## src/core/swl_pkg.sv

```systemverilog
// Package for the single-wire humidity/temperature link, device side.
// Assumes a 40 MHz system clock; printed times are in microseconds, derived counts in cycles.
package swl_pkg;
	localparam int CLK_MHZ = 40;
	// Printed times, microseconds
	localparam int T_START_MIN_US = 800;
	localparam int T_START_MAX_US = 20000;
	localparam int T_WAIT_US = 20;
	localparam int T_RESP_LOW_US = 80;
	localparam int T_RESP_HIGH_US = 80;
	localparam int T_BIT_LOW_US = 50;
	localparam int T_H0_US = 26;
	localparam int T_H1_US = 70;
	localparam int T_END_US = 50;
	// Cycle counts derived from the rate
	localparam int C_START_MIN = T_START_MIN_US * CLK_MHZ;
	localparam int C_START_MAX = T_START_MAX_US * CLK_MHZ;
	localparam int C_WAIT = T_WAIT_US * CLK_MHZ;
	localparam int C_RESP_LOW = T_RESP_LOW_US * CLK_MHZ;
	localparam int C_RESP_HIGH = T_RESP_HIGH_US * CLK_MHZ;
	localparam int C_BIT_LOW = T_BIT_LOW_US * CLK_MHZ;
	localparam int C_H0 = T_H0_US * CLK_MHZ;
	localparam int C_H1 = T_H1_US * CLK_MHZ;
	localparam int C_END = T_END_US * CLK_MHZ;
	localparam int CNT_W = 20;
	localparam int FRAME_BITS = 40;
	localparam int BIT_IDX_W = 6;
	localparam int SAMPLE_W = 32;
	localparam int FIFO_DEPTH = 4;
	localparam logic [15:0] HUM_RESET = 16'h0000;
	localparam logic [15:0] TEMP_RESET = 16'h0000;

	typedef enum logic [2:0] {
		SWL_IDLE = 3'h0,
		SWL_HOSTLOW = 3'h1,
		SWL_WAIT = 3'h3,
		SWL_RESPLOW = 3'h2,
		SWL_RESPHIGH = 3'h6,
		SWL_BITLOW = 3'h7,
		SWL_BITHIGH = 3'h5,
		SWL_ENDLOW = 3'h4
	} swl_state_t;
endpackage

```

## src/core/swl_fifo.sv

```systemverilog
// Small synchronous FIFO with valid/ready on both sides.
// Assumes one clock domain and a clock enable shared with the user.
`timescale 1ns/1ps
module swl_fifo #(
	parameter int WIDTH = 32,
	parameter int DEPTH = 4
) (
	input wire logic clk_sys,
	input wire logic rst_n,
	input wire logic clk_en,
	input wire logic [WIDTH-1:0] in_data,
	input wire logic in_valid,
	output logic in_ready,
	output logic [WIDTH-1:0] out_data,
	output logic out_valid,
	input wire logic out_ready
);
	localparam int AW = $clog2(DEPTH);
	localparam int CW = AW + 1;
	localparam logic [CW-1:0] FULL_CNT = CW'(DEPTH);

	logic [WIDTH-1:0] mem_reg [DEPTH];
	logic [AW-1:0] wr_reg, wr_next, rd_reg, rd_next;
	logic [CW-1:0] cnt_reg, cnt_next;
	logic push, pop;

	// ----------------------------------------
	// Pointer and count update
	// ----------------------------------------
	assign in_ready = (cnt_reg != FULL_CNT);
	assign out_valid = (cnt_reg != '0);
	assign out_data = mem_reg[rd_reg];
	assign push = in_valid && in_ready;
	assign pop = out_valid && out_ready;

	always_comb begin
		wr_next = wr_reg;
		rd_next = rd_reg;
		cnt_next = cnt_reg;
		if (push) begin
			wr_next = (wr_reg == AW'(DEPTH - 1)) ? '0 : wr_reg + 1'b1;
		end
		if (pop) begin
			rd_next = (rd_reg == AW'(DEPTH - 1)) ? '0 : rd_reg + 1'b1;
		end
		if (push && !pop) begin
			cnt_next = cnt_reg + 1'b1;
		end else if (pop && !push) begin
			cnt_next = cnt_reg - 1'b1;
		end
	end

	// Storage carries no reset; only control state does
	always_ff @(posedge clk_sys) begin
		if (clk_en && push) begin
			mem_reg[wr_reg] <= in_data;
		end
	end

	always_ff @(posedge clk_sys) begin
		if (!rst_n) begin
			wr_reg <= '0;
			rd_reg <= '0;
			cnt_reg <= '0;
		end else if (clk_en) begin
			wr_reg <= wr_next;
			rd_reg <= rd_next;
			cnt_reg <= cnt_next;
		end
	end
endmodule

```

## src/core/swl_device.sv

```systemverilog
// Device end of the single-wire humidity/temperature readout link.
// Assumes an external pull-up on the line and a host keeping its start timing.
// Behaviour
// - Device sends exactly forty bits per request, MSB first.
// - Humidity is 16-bit unsigned, ten times percent, high byte first.
// - Last byte is the sum of the four data bytes.
// - Each read returns the measurement held before the current request.
// - Nobody drives the line high; only pull low or release.
// - Device transmits only after a valid start, silent otherwise.
// - Each bit is 50 us low, then 26 us high (0) or 70 us (1).
// - Device waits 20 us after release before responding.
// - After last bit device holds low 50 us, releases, sleeps.
`timescale 1ns/1ps
module swl_device #(
	parameter int START_MIN_CYC = swl_pkg::C_START_MIN,
	parameter int START_MAX_CYC = swl_pkg::C_START_MAX,
	parameter int CYC_PER_US = swl_pkg::CLK_MHZ,
	parameter int FIFO_DEPTH = swl_pkg::FIFO_DEPTH
) (
	input wire logic clk_sys,
	input wire logic rst_n,
	input wire logic clk_en,
	input wire logic line_in,
	output logic line_out,
	output logic line_oe,
	input wire logic [15:0] meas_hum,
	input wire logic [15:0] meas_temp,
	input wire logic meas_valid,
	output logic meas_ready,
	output logic frame_busy
);
	localparam logic [swl_pkg::CNT_W-1:0] START_MIN = swl_pkg::CNT_W'(START_MIN_CYC);
	localparam logic [swl_pkg::CNT_W-1:0] START_MAX = swl_pkg::CNT_W'(START_MAX_CYC);
	// Phase lengths scale with the cycle rate so a fast model can shrink them
	localparam logic [swl_pkg::CNT_W-1:0] WAIT_C =
		swl_pkg::CNT_W'(swl_pkg::T_WAIT_US * CYC_PER_US);
	localparam logic [swl_pkg::CNT_W-1:0] RLOW_C =
		swl_pkg::CNT_W'(swl_pkg::T_RESP_LOW_US * CYC_PER_US);
	localparam logic [swl_pkg::CNT_W-1:0] RHIGH_C =
		swl_pkg::CNT_W'(swl_pkg::T_RESP_HIGH_US * CYC_PER_US);
	localparam logic [swl_pkg::CNT_W-1:0] BLOW_C =
		swl_pkg::CNT_W'(swl_pkg::T_BIT_LOW_US * CYC_PER_US);
	localparam logic [swl_pkg::CNT_W-1:0] H0_C =
		swl_pkg::CNT_W'(swl_pkg::T_H0_US * CYC_PER_US);
	localparam logic [swl_pkg::CNT_W-1:0] H1_C =
		swl_pkg::CNT_W'(swl_pkg::T_H1_US * CYC_PER_US);
	localparam logic [swl_pkg::CNT_W-1:0] END_C =
		swl_pkg::CNT_W'(swl_pkg::T_END_US * CYC_PER_US);
	localparam logic [swl_pkg::BIT_IDX_W-1:0] LAST_BIT =
		swl_pkg::BIT_IDX_W'(swl_pkg::FRAME_BITS - 1);

	// ----------------------------------------
	// Line input synchroniser
	// ----------------------------------------
	logic sync1_reg, sync2_reg;
	always_ff @(posedge clk_sys) begin
		if (!rst_n) begin
			sync1_reg <= 1'b1;
			sync2_reg <= 1'b1;
		end else if (clk_en) begin
			sync1_reg <= line_in;
			sync2_reg <= sync1_reg;
		end
	end

	// ----------------------------------------
	// Measurement buffer
	// ----------------------------------------
	logic [swl_pkg::SAMPLE_W-1:0] fifo_data;
	logic fifo_valid, fifo_pop, fifo_in_ready;

	swl_fifo #(
		.WIDTH(swl_pkg::SAMPLE_W),
		.DEPTH(FIFO_DEPTH)
	) u_fifo (
		.clk_sys(clk_sys),
		.rst_n(rst_n),
		.clk_en(clk_en),
		.in_data({meas_hum, meas_temp}),
		.in_valid(meas_valid),
		.in_ready(fifo_in_ready),
		.out_data(fifo_data),
		.out_valid(fifo_valid),
		.out_ready(fifo_pop)
	);

	// ----------------------------------------
	// Transaction state machine
	// ----------------------------------------
	swl_pkg::swl_state_t state_reg, state_next;
	logic [swl_pkg::CNT_W-1:0] cnt_reg, cnt_next;
	logic [swl_pkg::BIT_IDX_W-1:0] bit_reg, bit_next;
	logic [swl_pkg::FRAME_BITS-1:0] shift_reg, shift_next;
	logic [15:0] hum_reg, hum_next, temp_reg, temp_next;
	logic drive_low_reg, drive_low_next;
	logic echo1_reg, echo2_reg;
	logic ready_reg, ready_next;
	logic busy_reg, busy_next;
	logic [7:0] csum;
	logic [swl_pkg::CNT_W-1:0] cnt_inc;

	// Modulo-256 sum of the four data bytes
	assign csum = hum_reg[15:8] + hum_reg[7:0] + temp_reg[15:8] + temp_reg[7:0];
	assign cnt_inc = cnt_reg + 1'b1;
	// Drain only between frames so the frame shows one stable sample
	assign fifo_pop = (state_reg == swl_pkg::SWL_IDLE) && fifo_valid;

	always_comb begin
		state_next = state_reg;
		cnt_next = cnt_inc;
		bit_next = bit_reg;
		shift_next = shift_reg;
		hum_next = hum_reg;
		temp_next = temp_reg;
		drive_low_next = 1'b0;
		busy_next = 1'b1;
		ready_next = fifo_in_ready;
		case (state_reg)
			swl_pkg::SWL_IDLE: begin
				busy_next = 1'b0;
				cnt_next = '0;
				if (fifo_pop) begin
					hum_next = fifo_data[31:16];
					temp_next = fifo_data[15:0];
				end
				if (!sync2_reg && !echo1_reg && !echo2_reg) begin
					state_next = swl_pkg::SWL_HOSTLOW;
				end
			end
			swl_pkg::SWL_HOSTLOW: begin
				// Saturate so an endless low stays rejected
				if (cnt_reg == START_MAX) begin
					cnt_next = cnt_reg;
				end
				if (sync2_reg) begin
					cnt_next = '0;
					// Too short or too long a pulse gets no answer
					if (cnt_reg >= START_MIN && cnt_reg < START_MAX) begin
						state_next = swl_pkg::SWL_WAIT;
					end else begin
						state_next = swl_pkg::SWL_IDLE;
					end
				end
			end
			swl_pkg::SWL_WAIT: begin
				if (cnt_inc == WAIT_C) begin
					cnt_next = '0;
					state_next = swl_pkg::SWL_RESPLOW;
					drive_low_next = 1'b1;
					// Frame fixed here from the sample held before the request
					shift_next = {hum_reg, temp_reg, csum};
				end
			end
			swl_pkg::SWL_RESPLOW: begin
				drive_low_next = 1'b1;
				if (cnt_inc == RLOW_C) begin
					cnt_next = '0;
					drive_low_next = 1'b0;
					state_next = swl_pkg::SWL_RESPHIGH;
				end
			end
			swl_pkg::SWL_RESPHIGH: begin
				if (cnt_inc == RHIGH_C) begin
					cnt_next = '0;
					bit_next = '0;
					drive_low_next = 1'b1;
					state_next = swl_pkg::SWL_BITLOW;
				end
			end
			swl_pkg::SWL_BITLOW: begin
				drive_low_next = 1'b1;
				if (cnt_inc == BLOW_C) begin
					cnt_next = '0;
					drive_low_next = 1'b0;
					state_next = swl_pkg::SWL_BITHIGH;
				end
			end
			swl_pkg::SWL_BITHIGH: begin
				// MSB of the shifter is the bit on the wire
				if (cnt_inc == (shift_reg[swl_pkg::FRAME_BITS-1] ? H1_C : H0_C)) begin
					cnt_next = '0;
					drive_low_next = 1'b1;
					shift_next = {shift_reg[swl_pkg::FRAME_BITS-2:0], 1'b0};
					bit_next = bit_reg + 1'b1;
					if (bit_reg == LAST_BIT) begin
						state_next = swl_pkg::SWL_ENDLOW;
					end else begin
						state_next = swl_pkg::SWL_BITLOW;
					end
				end
			end
			swl_pkg::SWL_ENDLOW: begin
				drive_low_next = 1'b1;
				if (cnt_inc == END_C) begin
					cnt_next = '0;
					drive_low_next = 1'b0;
					state_next = swl_pkg::SWL_IDLE;
				end
			end
			default: begin
				cnt_next = '0;
				state_next = swl_pkg::SWL_IDLE;
			end
		endcase
	end

	always_ff @(posedge clk_sys) begin
		if (!rst_n) begin
			state_reg <= swl_pkg::SWL_IDLE;
			cnt_reg <= '0;
			bit_reg <= '0;
			shift_reg <= '0;
			hum_reg <= swl_pkg::HUM_RESET;
			temp_reg <= swl_pkg::TEMP_RESET;
			drive_low_reg <= 1'b0;
			ready_reg <= 1'b0;
			busy_reg <= 1'b0;
		end else if (clk_en) begin
			state_reg <= state_next;
			cnt_reg <= cnt_next;
			bit_reg <= bit_next;
			shift_reg <= shift_next;
			hum_reg <= hum_next;
			temp_reg <= temp_next;
			drive_low_reg <= drive_low_next;
			ready_reg <= ready_next;
			busy_reg <= busy_next;
		end
	end

	// ----------------------------------------
	// Open-drain pin: value always low, enable pulls
	// ----------------------------------------
	always_ff @(posedge clk_sys) begin
		if (!rst_n) begin
			line_out <= 1'b0;
		end else if (clk_en) begin
			line_out <= 1'b0;
		end
	end
	assign line_oe = drive_low_reg;

	// Own release shows high only two cycles later through the synchroniser;
	// masking that tail keeps the end pulse from reading as a host start
	always_ff @(posedge clk_sys) begin
		if (!rst_n) begin
			echo1_reg <= 1'b0;
			echo2_reg <= 1'b0;
		end else if (clk_en) begin
			echo1_reg <= drive_low_reg;
			echo2_reg <= echo1_reg;
		end
	end
	// Registered copy of the FIFO's room; one cycle late, so user must
	// treat it as advisory and the FIFO drops writes while full
	assign meas_ready = ready_reg;
	assign frame_busy = busy_reg;
endmodule

```

## config.mk

```make
export PLATFORM = sky130hd
export DESIGN_NAME = swl_device
export DESIGN_NICKNAME = d
export VERILOG_FILES = /design/src/core/swl_pkg.sv /design/src/core/swl_fifo.sv /design/src/core/swl_device.sv
export SDC_FILE = /design/constraint.sdc
export NUM_CORES = 1
export LEC_CHECK = 0
export ABC_AREA = 1
export BUFFER_PORTS_ARGS = -buffer_cell sky130_fd_sc_hd__buf_2
export CELL_PAD_IN_SITES_DETAIL_PLACEMENT = 0
export CELL_PAD_IN_SITES_GLOBAL_PLACEMENT = 1
export CORE_MARGIN = 1
export CORE_UTILIZATION = 45
export DETAILED_ROUTE_END_ITERATION = 6
export PLACE_DENSITY = 0.75
export REMOVE_ABC_BUFFERS = 1
export SYNTH_ARGS = -nofsm -noshare
export SYNTH_HDL_FRONTEND = slang
export SYNTH_SLANG_ARGS = --single-unit
```

## constraint.sdc

```tcl
create_clock -name clk_sys -period 3.7 [get_ports clk_sys]
set_input_delay 0.555 -clock clk_sys [delete_from_list [all_inputs] [get_ports clk_sys]]
set_output_delay 0.555 -clock clk_sys [all_outputs]
set_load 0.01 [all_outputs]
```

# Word level (Yosys, flattened, before mapping)
# Memory sizes are Yosys's and may differ from the RTL's. A register that Yosys moved wholly into a read port is not among the register bits.
# Index checks and enable logic that the tools add are counted.
# totals
reg_bits	83
ramBits	128
in_bits	37
output_inout_bits	4
wordCells	119
mem_count	1
# memory_table
name	depth	width	read_ports	rd_ports_with_merged_regs	wr	line	rtl
u_fifo.mem_reg	4	32	1	1	1	swl_fifo.sv:22	logic [WIDTH-1:0] mem_reg [DEPTH];
# op_classes
n_addsub	9
n_lt_le_gt_ge	2
n_eq_ne	25
mux	38
n_reduce_logical	30
# op_table
cell	n
$mux W20	6
$pmux W20 S6	1
$mux W40	2
$pmux W40 S2	1
$mux W3	10
$add A8 B8 Y8	3
$pmux W3 S8	1
$add A20 B1 Y20 const B	1
$eq A20 B10 Y1 const B	1
$eq A20 B11 Y1 const B	1
$eq A20 B12 Y1	1
$eq A20 B12 Y1 const B	1
$eq A20 B20 Y1 const B	1
$ge A20 B15 Y1 const B	1
$lt A20 B20 Y1 const B	1
$ne A2 B2 Y1 const B	7
$eq A3 B3 Y1 const B	4
$mux W12	1
$mux W6	2
$pmux W6 S2	1
$logic_and A1 B1 Y1	9
$reduce_and A9 Y1	1
$mux W1	8
$mux W2	4
other kinds (19)	35

# Depth between registers and ports, before layout
# Gate-level depths: netlist (run 1).
# logic_depth
ltp_word	7
ltp_mapped	18
mapped_depth_nobuf	18

# Cells and area by module
# From an unflattened synthesis (run 1), not the netlist that was laid out.
# hier_totals
hier_cells	1339
hier_area_um2	11534.8
# modules_own_cells
module	n_inst	cells_each	area_per_inst_um2	seq_area_each_um2
swl_device	1	958	6271.0	2162.1
swl_fifo	1	381	5263.8	4023.9

# Least setup slack after synthesis (run 1)
# Ideal clock, no wire load.
# synth_path
path_type	register to register
start	register hum_reg[1]
end	register shift_reg[7] in the netlist's numbering
arrival_time_ps	2756
path_slack_ps	828
stages_incl_launch_ff	15
n_path_buf	0
period_less_slack_ps	2872
cell_sequence	dfxtp_1 -> inv_1 -> fa_1 -> fa_1 -> inv_1 -> ha_1 -> inv_1 -> fa_1 -> o21ai_0 -> a21o_1 -> a21oi_1 -> xnor2_1 -> o21ai_0 -> nor2_1 -> nor2_1
# synth_via
elab_chain_len	5
# synth_lines
item	line	rtl
start, declared	swl_device.sv:94	logic [15:0] hum_reg, hum_next, temp_reg, temp_next;
start signal, assigned	swl_device.sv:213	hum_reg <= swl_pkg::HUM_RESET;
start signal, assigned	swl_device.sv:223	hum_reg <= hum_next;
$add A8 B8 Y8 (3 in a row)	swl_device.sv:103	assign csum = hum_reg[15:8] + hum_reg[7:0] + temp_reg[15:8] + temp_reg[7:0];
$mux W40	swl_device.sv:146	if (cnt_inc == WAIT_C) begin
$pmux W40 S2	swl_device.sv:118	case (state_reg)
end signal, assigned	swl_device.sv:222	shift_reg <= shift_next;
end, declared	swl_device.sv:93	logic [swl_pkg::FRAME_BITS-1:0] shift_reg, shift_next;
# Every way passes these cells. The select of a mux whose other input is x is not followed.
# A chain may end at the register's enable or synchronous reset.

# Worst setup path after layout (run 1)
# layout_path
start	register hum_reg[9]
end	register shift_reg[7] in the netlist's numbering
# Same word-level chain as after synthesis.

==> results.ini, run 1 <==
[finish]
final_common_cell = nand2_1
final_cell_mix = nand2_1, nor2_1, o21ai_0
largest_reg_flops = 128
num_antenna_cells = 0
nets = 1369
fin_cells = 1645
utilization_pct = 51.8
area_growth_pct = 12.8
design_area_um2 = 12600
layout-drive-gt1-share_pct = 9.54

[detailed_routing]
wirelength_um = 25000
wl_met1_um = 11500
vias_per_cell = 5.12
top_layer = met4
first_pass_iters = 5
met3_length_um = 847
drt-wirelength-per-cell_um = 15.2
wl_met2_um = 12100
drcViolationCount = 0
drtAntennaViolNets = 0
vias = 8417
drt_iter0_drc = 481

[power_and_ir_drop]
power_density_nw_per_um2 = 658
ir_drop_mv = 0.467
netSwitchingFraction_pct = 31.8
p_int_mw = 5.67
p_switching_mw = 2.65
p_seq_share_pct = 38.8
p_leak_nw = 4.77
combinationalPowerShare_pct = 27.3
p_clk_share_pct = 33.9

[hold_path]
worstHoldPathType = in -> reg
worstHoldPathCells = 1
whs_endpoint = u_fifo.mem_reg[3][7]$_DFFE_PP_
min_from = meas_temp[7]

[clocking]
clkLatencyLatePin_ps = 550
cts_sinks = 243
cts_tree = yes
post_cts_buffers = 0
cts_hold_buffers = 0
path_clk_slew_ps = 60
cts_resized = 0
clock_path_buffers = 3
h-tree-depth = 1
cts-root-buf = clkbuf_16
cts_made_buffers = 26

[worst_setup_path]
path_buf_inv = 3
end_kind = register
worstPathCellList = inv_1 -> fa_1 -> fa_1 -> inv_1 -> ha_1 -> inv_1 -> fa_1 -> o21ai_0 -> a21o_1 -> a21oi_1 -> xnor2_1 -> o21ai_0 -> nor2_1 -> nor2_1
cpPeakStageDelay_ps = 540
critical_path.top_delay_family = adder cells
crit_required_ps = 4110
r2r_end = shift_reg[7]$_SDFFE_PN0P_
worst-path-stages = 14
r2r_cells = 14
arrival_ps = 3470
cp_slowest_cell = fa_1
r2r_slack_ps = 650
worstReg2RegStart = hum_reg[9]$_SDFFE_PN0P_
start_kind = register
worstPathMaxFanout = 2
critical_path_class = reg -> reg

[global_route]
grt_pass1_wl_um = 41300
antenna_found_initial = 0
grt.total_usage_pct = 20.0
grt_overflow = 0
first_global_vias = 8227
grt_max_degree = 67

[yosys]
netlist_instances = 1279
ys_warn_count = 0
synthArstFlopShare_pct = 0
ys_seq_elements = 243
syn_area_um2 = 11200
ys_seq_area_share_pct = 54.9
synth.largest_area_cell = edfxtp_1
synth_cell_types = 42
synth_edf_count = 128
synthFlopType = edfxtp_1
synth.avg_cell_area_um2 = 8.76
ys_top_cells_by_area = edfxtp_1, dfxtp_1, o21ai_0
synth_top_area_share_pct = 34.3

[sta]
fin_tns_setup_ps = 0
grt_setup_unrepaired = no
finalHoldViolCount = 0
setup_viol = 0
relSlewSlack_pct = 28.0
period_share_pct = 82.5
fin_skew_ps = 31.6
period_needed_ps = 3050
worst_pin_slew_ps = 1080
whs_ps = 214
fmax_mhz = 328
final_max_slew_viol_count = 0

[placed_design]
dp_cells = 1597
hpwl_um = 16100
gp_congestion = 0.902
portBuffers = 39
placed_area_um2 = 11700

[floorplanning]
ios = 41
start_util_pct = 45.9
coreArea_um2 = 24400
chipHeight_um = 160
rows = 57
dieArea_um2 = 25500
die_w_um = 160

[run]
cap_violations = 0

[run_status]
status = finished, final reports clean

==> synthesized netlist by cell type (5+ instances only) <==
master    count
fa_1         15
xor2_1        8
buf_4         5
nand4_1      13
clkbuf_1     51
dfxtp_1     115
a21oi_1      84
inv_1        99
a21oi_2       5
o21ai_0     173
nand3_1      44
nor3_1        5
nand2_1     219
edfxtp_1    128
nor2_1      211
xnor2_1       8
ha_1         16
o22ai_1      32
o21ai_1       9
==> per-stage QoR <==
stage | power [mW] | worst slack, ps
4_1_cts | 8.43 | 596
3_3_place_gp | 5.57 | 680
5_1_grt | 8.86 | 361
6_report | 8.31 | 648
2_1_floorplan | 4.90 | 699
3_5_place_dp | 5.59 | 637
==> worst max path at each step <==
stage,slack (ps),from,to
6_report,650,hum_reg[9]$_SDFFE_PN0P_,shift_reg[7]$_SDFFE_PN0P_
5_1_grt,360,cnt_reg[1]$_SDFFE_PN0P_,shift_reg[17]$_SDFFE_PN0P_
4_1_cts,600,hum_reg[9]$_SDFFE_PN0P_,shift_reg[7]$_SDFFE_PN0P_
3_5_place_dp,640,hum_reg[1]$_SDFFE_PN0P_,shift_reg[7]$_SDFFE_PN0P_
3_3_place_gp,680,hum_reg[1]$_SDFFE_PN0P_,shift_reg[7]$_SDFFE_PN0P_
2_1_floorplan,700,state_reg[0]$_SDFFE_PN0P_,shift_reg[0]$_SDFFE_PN0P_
==> cells by family (layout without fill, tap and decap cells) <==
kind of cell             count (synthesis)  count (layout)  share of synthesized area (%)
other                                    1               1                         0.0335
flip-flops                             243             243                           54.9
buffers and inverters                  166             208                           5.91
adder cells (fa/ha/maj)                 31              31                           4.47
XOR/XNOR                                16              16                           1.25
AND/OR/NAND/NOR                        511             511                           18.9
AO/OA/AOI/OAI                          311             311                           14.6
==> power groups by stage <==
stage                     Sequential (mW)  Combinational (mW)  Clock, mW
after floorplan                      3.32                1.58          0
after global placement               3.28                2.29          0
after CTS                            3.22                2.32       2.88
final                                3.22                2.27       2.82
after detailed placement             3.28                2.31          0
after global routing                 3.25                2.64       2.98
==> layer usage <==
layer | up-vias | track usage (%)
met4 | 0 | 5.81
li1 | 4332 | -
met1 | 3903 | 25.6
met3 | 40 | 2.78
met2 | 142 | 35.1
met5 | - | 0
==> layout make-up <==
cell class	instances	area, um2
multi-input cells	870	4410
clock inverters	18	269
repair buffers	57	343
inverters	103	387
fillers	2292	11800
flip-flops and latches	243	6150
clock buffers	30	676
well taps	324	405
(Power assumes the default switching activity.)
==> run 2, diff against run 1 <==
--- a/config.mk
+++ b/config.mk
@@ -5,14 +5,14 @@
 export SDC_FILE = /design/constraint.sdc
 export NUM_CORES = 1
 export LEC_CHECK = 0
-export ABC_AREA = 1
+export ABC_AREA = 0
 export BUFFER_PORTS_ARGS = -buffer_cell sky130_fd_sc_hd__buf_2
 export CELL_PAD_IN_SITES_DETAIL_PLACEMENT = 0
 export CELL_PAD_IN_SITES_GLOBAL_PLACEMENT = 1
 export CORE_MARGIN = 1
 export CORE_UTILIZATION = 45
 export DETAILED_ROUTE_END_ITERATION = 6
-export PLACE_DENSITY = 0.75
+export PLACE_DENSITY = 0.72
 export REMOVE_ABC_BUFFERS = 1
 export SYNTH_ARGS = -nofsm -noshare
 export SYNTH_HDL_FRONTEND = slang
==> constraint.sdc (replaced) <==
create_clock -name clk_sys -period 2.84 [get_ports clk_sys]
set_input_delay 0.426 -clock clk_sys [delete_from_list [all_inputs] [get_ports clk_sys]]
set_output_delay 0.426 -clock clk_sys [all_outputs]
set_load 0.01 [all_outputs]
==> run 2 against run 1 <==
- first-iteration DRC count down 25%
- the flow now finishes with violations (negative setup slack)
- synthesized cell count is 18% lower
- critical endpoint is now shift_reg[6]$_SDFFE_PN0P_
- sequential share of layout area decreased by 5.1 points
- highest routed layer unchanged
- clock power up 22%
- clock skew decreased by 23 ps
- area after synthesis is 2.0% higher
- non-clock buffer count increased by 96
- cell count down 8.3%
- die area grew 2.0%
- via count decreased by 5.6%
- critical path depth is 2 lower
==> results.ini, run 2 <==
[placed_design]
hpwl_um = 15400
dp_cells = 1433
dp_slack_ps = -201
gp_congestion = 0.853
portBuffers = 39

[worst_setup_path]
arrival_ps = 3320
r2r_end = shift_reg[6]$_SDFFE_PN0P_
worstPathMaxFanout = 2
critical_path_class = reg -> reg
r2r_slack_ps = -60
end_kind = register
crit_required_ps = 3270
worstReg2RegStart = temp_reg[2]$_SDFFE_PN0P_
start_kind = register
r2r_cells = 12

[finish]
largest_reg_flops = 128
final_common_cell = nand2_1
utilization_pct = 57.5
fill_cells = 2086
num_antenna_cells = 0
regArea_um2 = 6170
layout-drive-gt1-share_pct = 28.1
nets = 1233
area_growth_pct = 23.9
final_cell_mix = nand2_1, edfxtp_1, dfxtp_1
fin_cells = 1509
multi_input_area_um2 = 5240

[global_route]
grt.total_usage_pct = 18.7
grt_max_degree = 70
grt_pass1_wl_um = 39500
grt_overflow = 0
first_global_vias = 7709
antenna_found_initial = 0

[power_and_ir_drop]
ir_drop_mv = 0.696
power_density_nw_per_um2 = 649
p_leak_nw = 5.22

[run]
cap_violations = 0

[yosys]
syn_area_um2 = 11400
ys_top_cells_by_area = edfxtp_1, dfxtp_1, nand2_1
netlist_instances = 1054
ys_seq_elements = 243
ys_seq_area_share_pct = 53.8
ys_warn_count = 0
synth.largest_area_cell = edfxtp_1
synth.avg_cell_area_um2 = 10.8
synthFlopType = edfxtp_1
synth_edf_count = 128
synth_cell_types = 70
synth_common_cells = nand2_1, edfxtp_1, dfxtp_1
synth_top_area_share_pct = 33.6
yosysMostFrequentCell = nand2_1
synthArstFlopShare_pct = 0

[detailed_routing]
drtAntennaViolNets = 0
drcViolationCount = 0
first_pass_iters = 4
vias = 7949
drt_iter0_drc = 360
vias_per_cell = 5.27
wirelength_um = 25000
drt-wirelength-per-cell_um = 16.6

[sta]
period_needed_ps = 2900
finalHoldViolCount = 0
relSlewSlack_pct = 53.4
grt_setup_unrepaired = yes
worst_pin_slew_ps = 700
fmax_mhz = 345
final_max_slew_viol_count = 0
fin_ws_ps = -55.6
setup_viol = 3
fin_skew_ps = 8.28
period_share_pct = 102

[clocking]
cts_hold_buffers = 0
cts_made_buffers = 27
path_clk_slew_ps = 60
cts_tree = yes
h-tree-depth = 1
cts_sinks = 243
clock_path_buffers = 3
clkLatencyLatePin_ps = 540
cts-root-buf = clkbuf_16

[floorplanning]
rows = 57
dieArea_um2 = 26000
start_util_pct = 46.4
coreArea_um2 = 24600
ios = 41
chipHeight_um = 161
die_w_um = 161

[run_status]
violations = negative setup slack
status = finished with violations

[hold_path]
worstHoldPathType = in -> reg
worstHoldPathCells = 1
min_from = meas_hum[2]
whs_endpoint = u_fifo.mem_reg[2][18]$_DFFE_PP_

[run 2: cell count changes in the layout (fill, tap and decap cells not counted), sizes merged, moves of 64 or more]
cell,delta
a21boi,+80
a21oi,-67
nor2,-195
o21ai,-154
inv,-64
buf,+90
[run 2: worst max-delay path: stages, from the launching register on]
cell and delay (ps):
dfxtp_2 330, inv_2 40, fa_1 480, fa_1 520
inv_1 50, ha_1 280, a21o_1 160, a21o_1 170
a21o_1 180, a21oi_2 140, xor2_1 180, o211ai_1 100
o211a_1 150
[run 2: report_power, final]
part / internal (mW) / leakage [nW] / total, mW / switching [mW]
clock network: 2.07 / 0.441 / 3.44 / 1.37
registers: 3.91 / 2.10 / 4.08 / 0.167
logic: 0.774 / 2.68 / 1.67 / 0.900
total: 6.75 / 5.22 / 9.19 / 2.44
[run 2: kinds of logic (layout without fill, tap and decap cells)]
logic type | after synthesis | after routing | share of synthesized area (%)
AOI/OAI and AO/OA | 191 | 192 | 11.8
xor gates and xnor gates | 30 | 30 | 2.30
adders and majority gates | 31 | 31 | 4.38
buffers and inverters | 110 | 240 | 4.18
DFF | 243 | 243 | 53.8
muxes | 47 | 47 | 7.62
other | 1 | 1 | 0.0328
and+or+nand+nor | 401 | 401 | 15.9
[run 2: metal layers]
layer  GRT usage (%)  up-vias  share of wire, %
li1                -     3938                 -
met1            25.3     3870                46
met2            31.6      107                49
met3            2.70       34               2.7
met4            4.59        0               2.0
met5               0        -                 0
[run 2: cell type report]
class	instances	area share, %
inverter	38	1.01
timing repair buffer	153	9.23
clock buffer	37	5.40
multi-input combinational	702	37.0
tap	324	2.86
sequential	243	43.6
clock inverter	12	0.893
[run 2: worst max path at each step]
stage | cells past startpoint | slack [ps] | startpoint | to
6_report | 12 | -60 | temp_reg[2]$_SDFFE_PN0P_ | shift_reg[6]$_SDFFE_PN0P_
5_1_grt | 12 | -240 | temp_reg[2]$_SDFFE_PN0P_ | shift_reg[6]$_SDFFE_PN0P_
2_1_floorplan | 9 | -900 | cnt_reg[4]$_SDFFE_PN0P_ | shift_reg[7]$_SDFFE_PN0P_
3_5_place_dp | 12 | -200 | hum_reg[2]$_SDFFE_PN0P_ | shift_reg[6]$_SDFFE_PN0P_
3_3_place_gp | 16 | -140 | hum_reg[1]$_SDFFE_PN0P_ | shift_reg[7]$_SDFFE_PN0P_
4_1_cts | 16 | -70 | temp_reg[1]$_SDFFE_PN0P_ | shift_reg[7]$_SDFFE_PN0P_
[run 2: repair_timing]
item / in CTS / in global routing
setup endpoints to repair: 58 / 66
resized for setup: 25 / 112
gates cloned: 1 / 11
buffers inserted: 2 / 14
pin swaps: 19 / 56
[run 2: through the flow]
stage / hold slack (ps) / instance area [um2] / power [mW] / TNS [ps]
6_report: 104 / 14200 / 9.19 / -132
5_1_grt: 73.8 / 14200 / 9.68 / -3800
4_1_cts: 78.0 / 13400 / 9.28 / -139
3_5_place_dp: 444 / 12400 / 5.80 / -4030
3_3_place_gp: 438 / 12400 / 5.78 / -2690
2_1_floorplan: 431 / 11100 / 5.27 / -49200
==> run 3, diff against run 2 <==
--- a/config.mk
+++ b/config.mk
@@ -12,7 +12,8 @@
 export CORE_MARGIN = 1
 export CORE_UTILIZATION = 45
 export DETAILED_ROUTE_END_ITERATION = 6
-export PLACE_DENSITY = 0.72
+export HOLD_SLACK_MARGIN = 0.03
+export PLACE_DENSITY = 0.75
 export REMOVE_ABC_BUFFERS = 1
 export SYNTH_ARGS = -nofsm -noshare
 export SYNTH_HDL_FRONTEND = slang
==> constraint.sdc (replaced) <==
create_clock -name clk_sys -period 2.5 [get_ports clk_sys]
set_input_delay 0.375 -clock clk_sys [delete_from_list [all_inputs] [get_ports clk_sys]]
set_output_delay 0.375 -clock clk_sys [all_outputs]
set_load 0.01 [all_outputs]
==> run 3 against run 2 <==
- the run still ends with negative setup slack left
- clock power increased by 25%
- die area is the same
- worst setup slack worse by 410 ps
- sequential cell count stayed put
- final area is 10% higher
- worst hold slack lost 45 ps
- register-to-register slack got worse by 410 ps
- critical path depth increased by 2
- first-iteration DRC count up 19%
- clock skew up 10 ps
- via count increased by 5.4%
- sequential power grew 12%
- critical path type unchanged
- critical endpoint unchanged
==> results.ini, run 3 (synthesized netlist as in run 2, its figures left out) <==
[worst_setup_path]
critical_path.top_delay_family = adder cells
r2r_end = shift_reg[6]$_SDFFE_PN0P_
cp-startpoint = temp_reg[1]$_SDFFE_PN0P_
critical_path_class = reg -> reg
worstPathMaxFanout = 2
worst-path-stages = 14
worstPathCellList = inv_2 -> fa_1 -> fa_1 -> inv_2 -> ha_4 -> buf_4 -> buf_6 -> a21o_1 -> a21o_1 -> a21o_1 -> a21oi_2 -> xor2_1 -> o211ai_1 -> o211a_1
worstReg2RegStart = temp_reg[1]$_SDFFE_PN0P_
r2r_slack_ps = -460
r2r_cells = 14
arrival_ps = 3450
path_buf_inv = 4
crit_required_ps = 2990
cp-endpoint = shift_reg[6]$_SDFFE_PN0P_
cpMostUsedCell = a21o_1
cp_slowest_cell = fa_1
end_kind = register
start_kind = register
cpPeakStageDelay_ps = 510

[run_status]
violations = negative setup slack
status = finished with violations

[power_and_ir_drop]
power_density_nw_per_um2 = 709
ir_drop_mv = 0.715
p_leak_nw = 5.89

[global_route]
grt.total_usage_pct = 20.7
grt_overflow = 0
grt_max_degree = 70
grt_pass1_wl_um = 43500
antenna_found_initial = 0
first_global_vias = 8641

[hold_path]
worstHoldPathType = in -> reg

[finish]
final_common_cell = nand2_1
fill_cells = 1887
largest_reg_flops = 128
layout-drive-gt1-share_pct = 36.6
nets = 1313
area_growth_pct = 36.3
num_antenna_cells = 0
final_cell_mix = nand2_1, edfxtp_1, buf_4

[sta]
fmax_mhz = 338
fin_ws_ps = -462
fin_tns_setup_ps = -22320
worst_pin_slew_ps = 740
period_share_pct = 118
relSlewSlack_pct = 50.7
fin_skew_ps = 18.4
setup_viol = 68
period_needed_ps = 2960
final_max_slew_viol_count = 0
finalHoldViolCount = 0
grt_setup_unrepaired = yes

[placed_design]
portBuffers = 39
dp_slack_ps = -555
gp_congestion = 0.827
hpwl_um = 15400

[floorplanning]
coreArea_um2 = 24600
start_util_pct = 46.4
ios = 41
chipHeight_um = 161
dieArea_um2 = 26000
rows = 57
die_w_um = 161

[detailed_routing]
drcViolationCount = 0
drtAntennaViolNets = 0
vias_per_cell = 5.27
vias = 8378
drt-wirelength-per-cell_um = 16.9
wirelength_um = 26900
drt_iter0_drc = 427
first_pass_iters = 4

[clocking]
cts_tree = yes
clock_path_buffers = 3
cts_made_buffers = 27
cts-root-buf = clkbuf_16
h-tree-depth = 1
clkLatencyLatePin_ps = 550
path_clk_slew_ps = 60
cts_sinks = 243

[run]
cap_violations = 0

-- run 3: worst register-to-register path: cells and delay by family (launching register included) --
family / cells / cell delay (ps)
adders and majority gates: 3 / 1140
xor gates and xnor gates: 1 / 80
DFF: 1 / 340
buffers and inverters: 4 / 320
AOI/OAI and AO/OA: 6 / 1040
-- run 3: final cells by class --
cell class / count / area, um2 / area share, %
multi-input combinational: 702 / 5660 / 36.3
tap: 324 / 405 / 2.60
inverter: 38 / 143 / 0.916
clock buffer: 37 / 767 / 4.92
timing repair buffer: 233 / 2210 / 14.2
clock inverter: 13 / 211 / 1.36
sequential: 243 / 6180 / 39.7
-- run 3: what timing repair did --
item | 4_1_cts | 5_1_grt
endpoints found under the setup margin | 68 | 70
hold buffers | 27 | 0
gates resized for setup | 153 | 123
pin swaps | 70 | 96
setup buffers | 32 | 19
hold endpoints to repair | 96 | 0
cloned | 11 | 2
-- run 3: report_power, final --
part / total [mW] / switching [mW] / leakage (nW) / internal (mW)
sequential: 4.58 / 0.146 / 2.10 / 4.44
clock: 4.31 / 1.64 / 0.482 / 2.67
combinational: 2.14 / 1.12 / 3.31 / 1.02
total: 11.0 / 2.91 / 5.89 / 8.13
-- run 3: worst min-delay path by stage --
stage | cells after the start | to | start
2_1_floorplan | 2 | shift_reg[1]$_SDFFE_PN0P_ | shift_reg[1]$_SDFFE_PN0P_
3_3_place_gp | 2 | shift_reg[36]$_SDFFE_PN0P_ | shift_reg[36]$_SDFFE_PN0P_
3_5_place_dp | 2 | shift_reg[28]$_SDFFE_PN0P_ | shift_reg[28]$_SDFFE_PN0P_
4_1_cts | 1 | u_fifo.mem_reg[3][31]$_DFFE_PP_ | meas_hum[15]
5_1_grt | 1 | u_fifo.mem_reg[1][16]$_DFFE_PP_ | meas_hum[0]
6_report | 1 | u_fifo.mem_reg[2][16]$_DFFE_PP_ | meas_hum[0]
-- run 3: metrics by stage --
| step | hold WS [ps] | area (um2) | total power, mW | util [%] | cells |
|---|---|---|---|---|---|
| after global placement | 436 | 12700 | 6.66 | 51.7 | 1461 |
| after detailed placement | 445 | 12700 | 6.67 | 51.7 | 1461 |
| final | 58.9 | 15600 | 11.0 | 63.3 | 1590 |
| after floorplan | 431 | 11100 | 5.99 | - | 982 |
| after CTS | 31.7 | 15100 | 11.1 | 61.4 | 1580 |
| after global routing | 41.8 | 15600 | 11.6 | 63.3 | 1590 |
-- run 3: per-layer routing --
metal | up-vias | share of wire [%] | routed length, um | GRT usage (%)
met1 | 4070 | 43 | 11700 | 26.4
met5 | - | 0 | 0 | 0
met4 | 0 | 2.9 | 767 | 6.90
met2 | 159 | 50 | 13400 | 36.2
li1 | 4096 | - | - | -
met3 | 53 | 3.8 | 1010 | 2.93
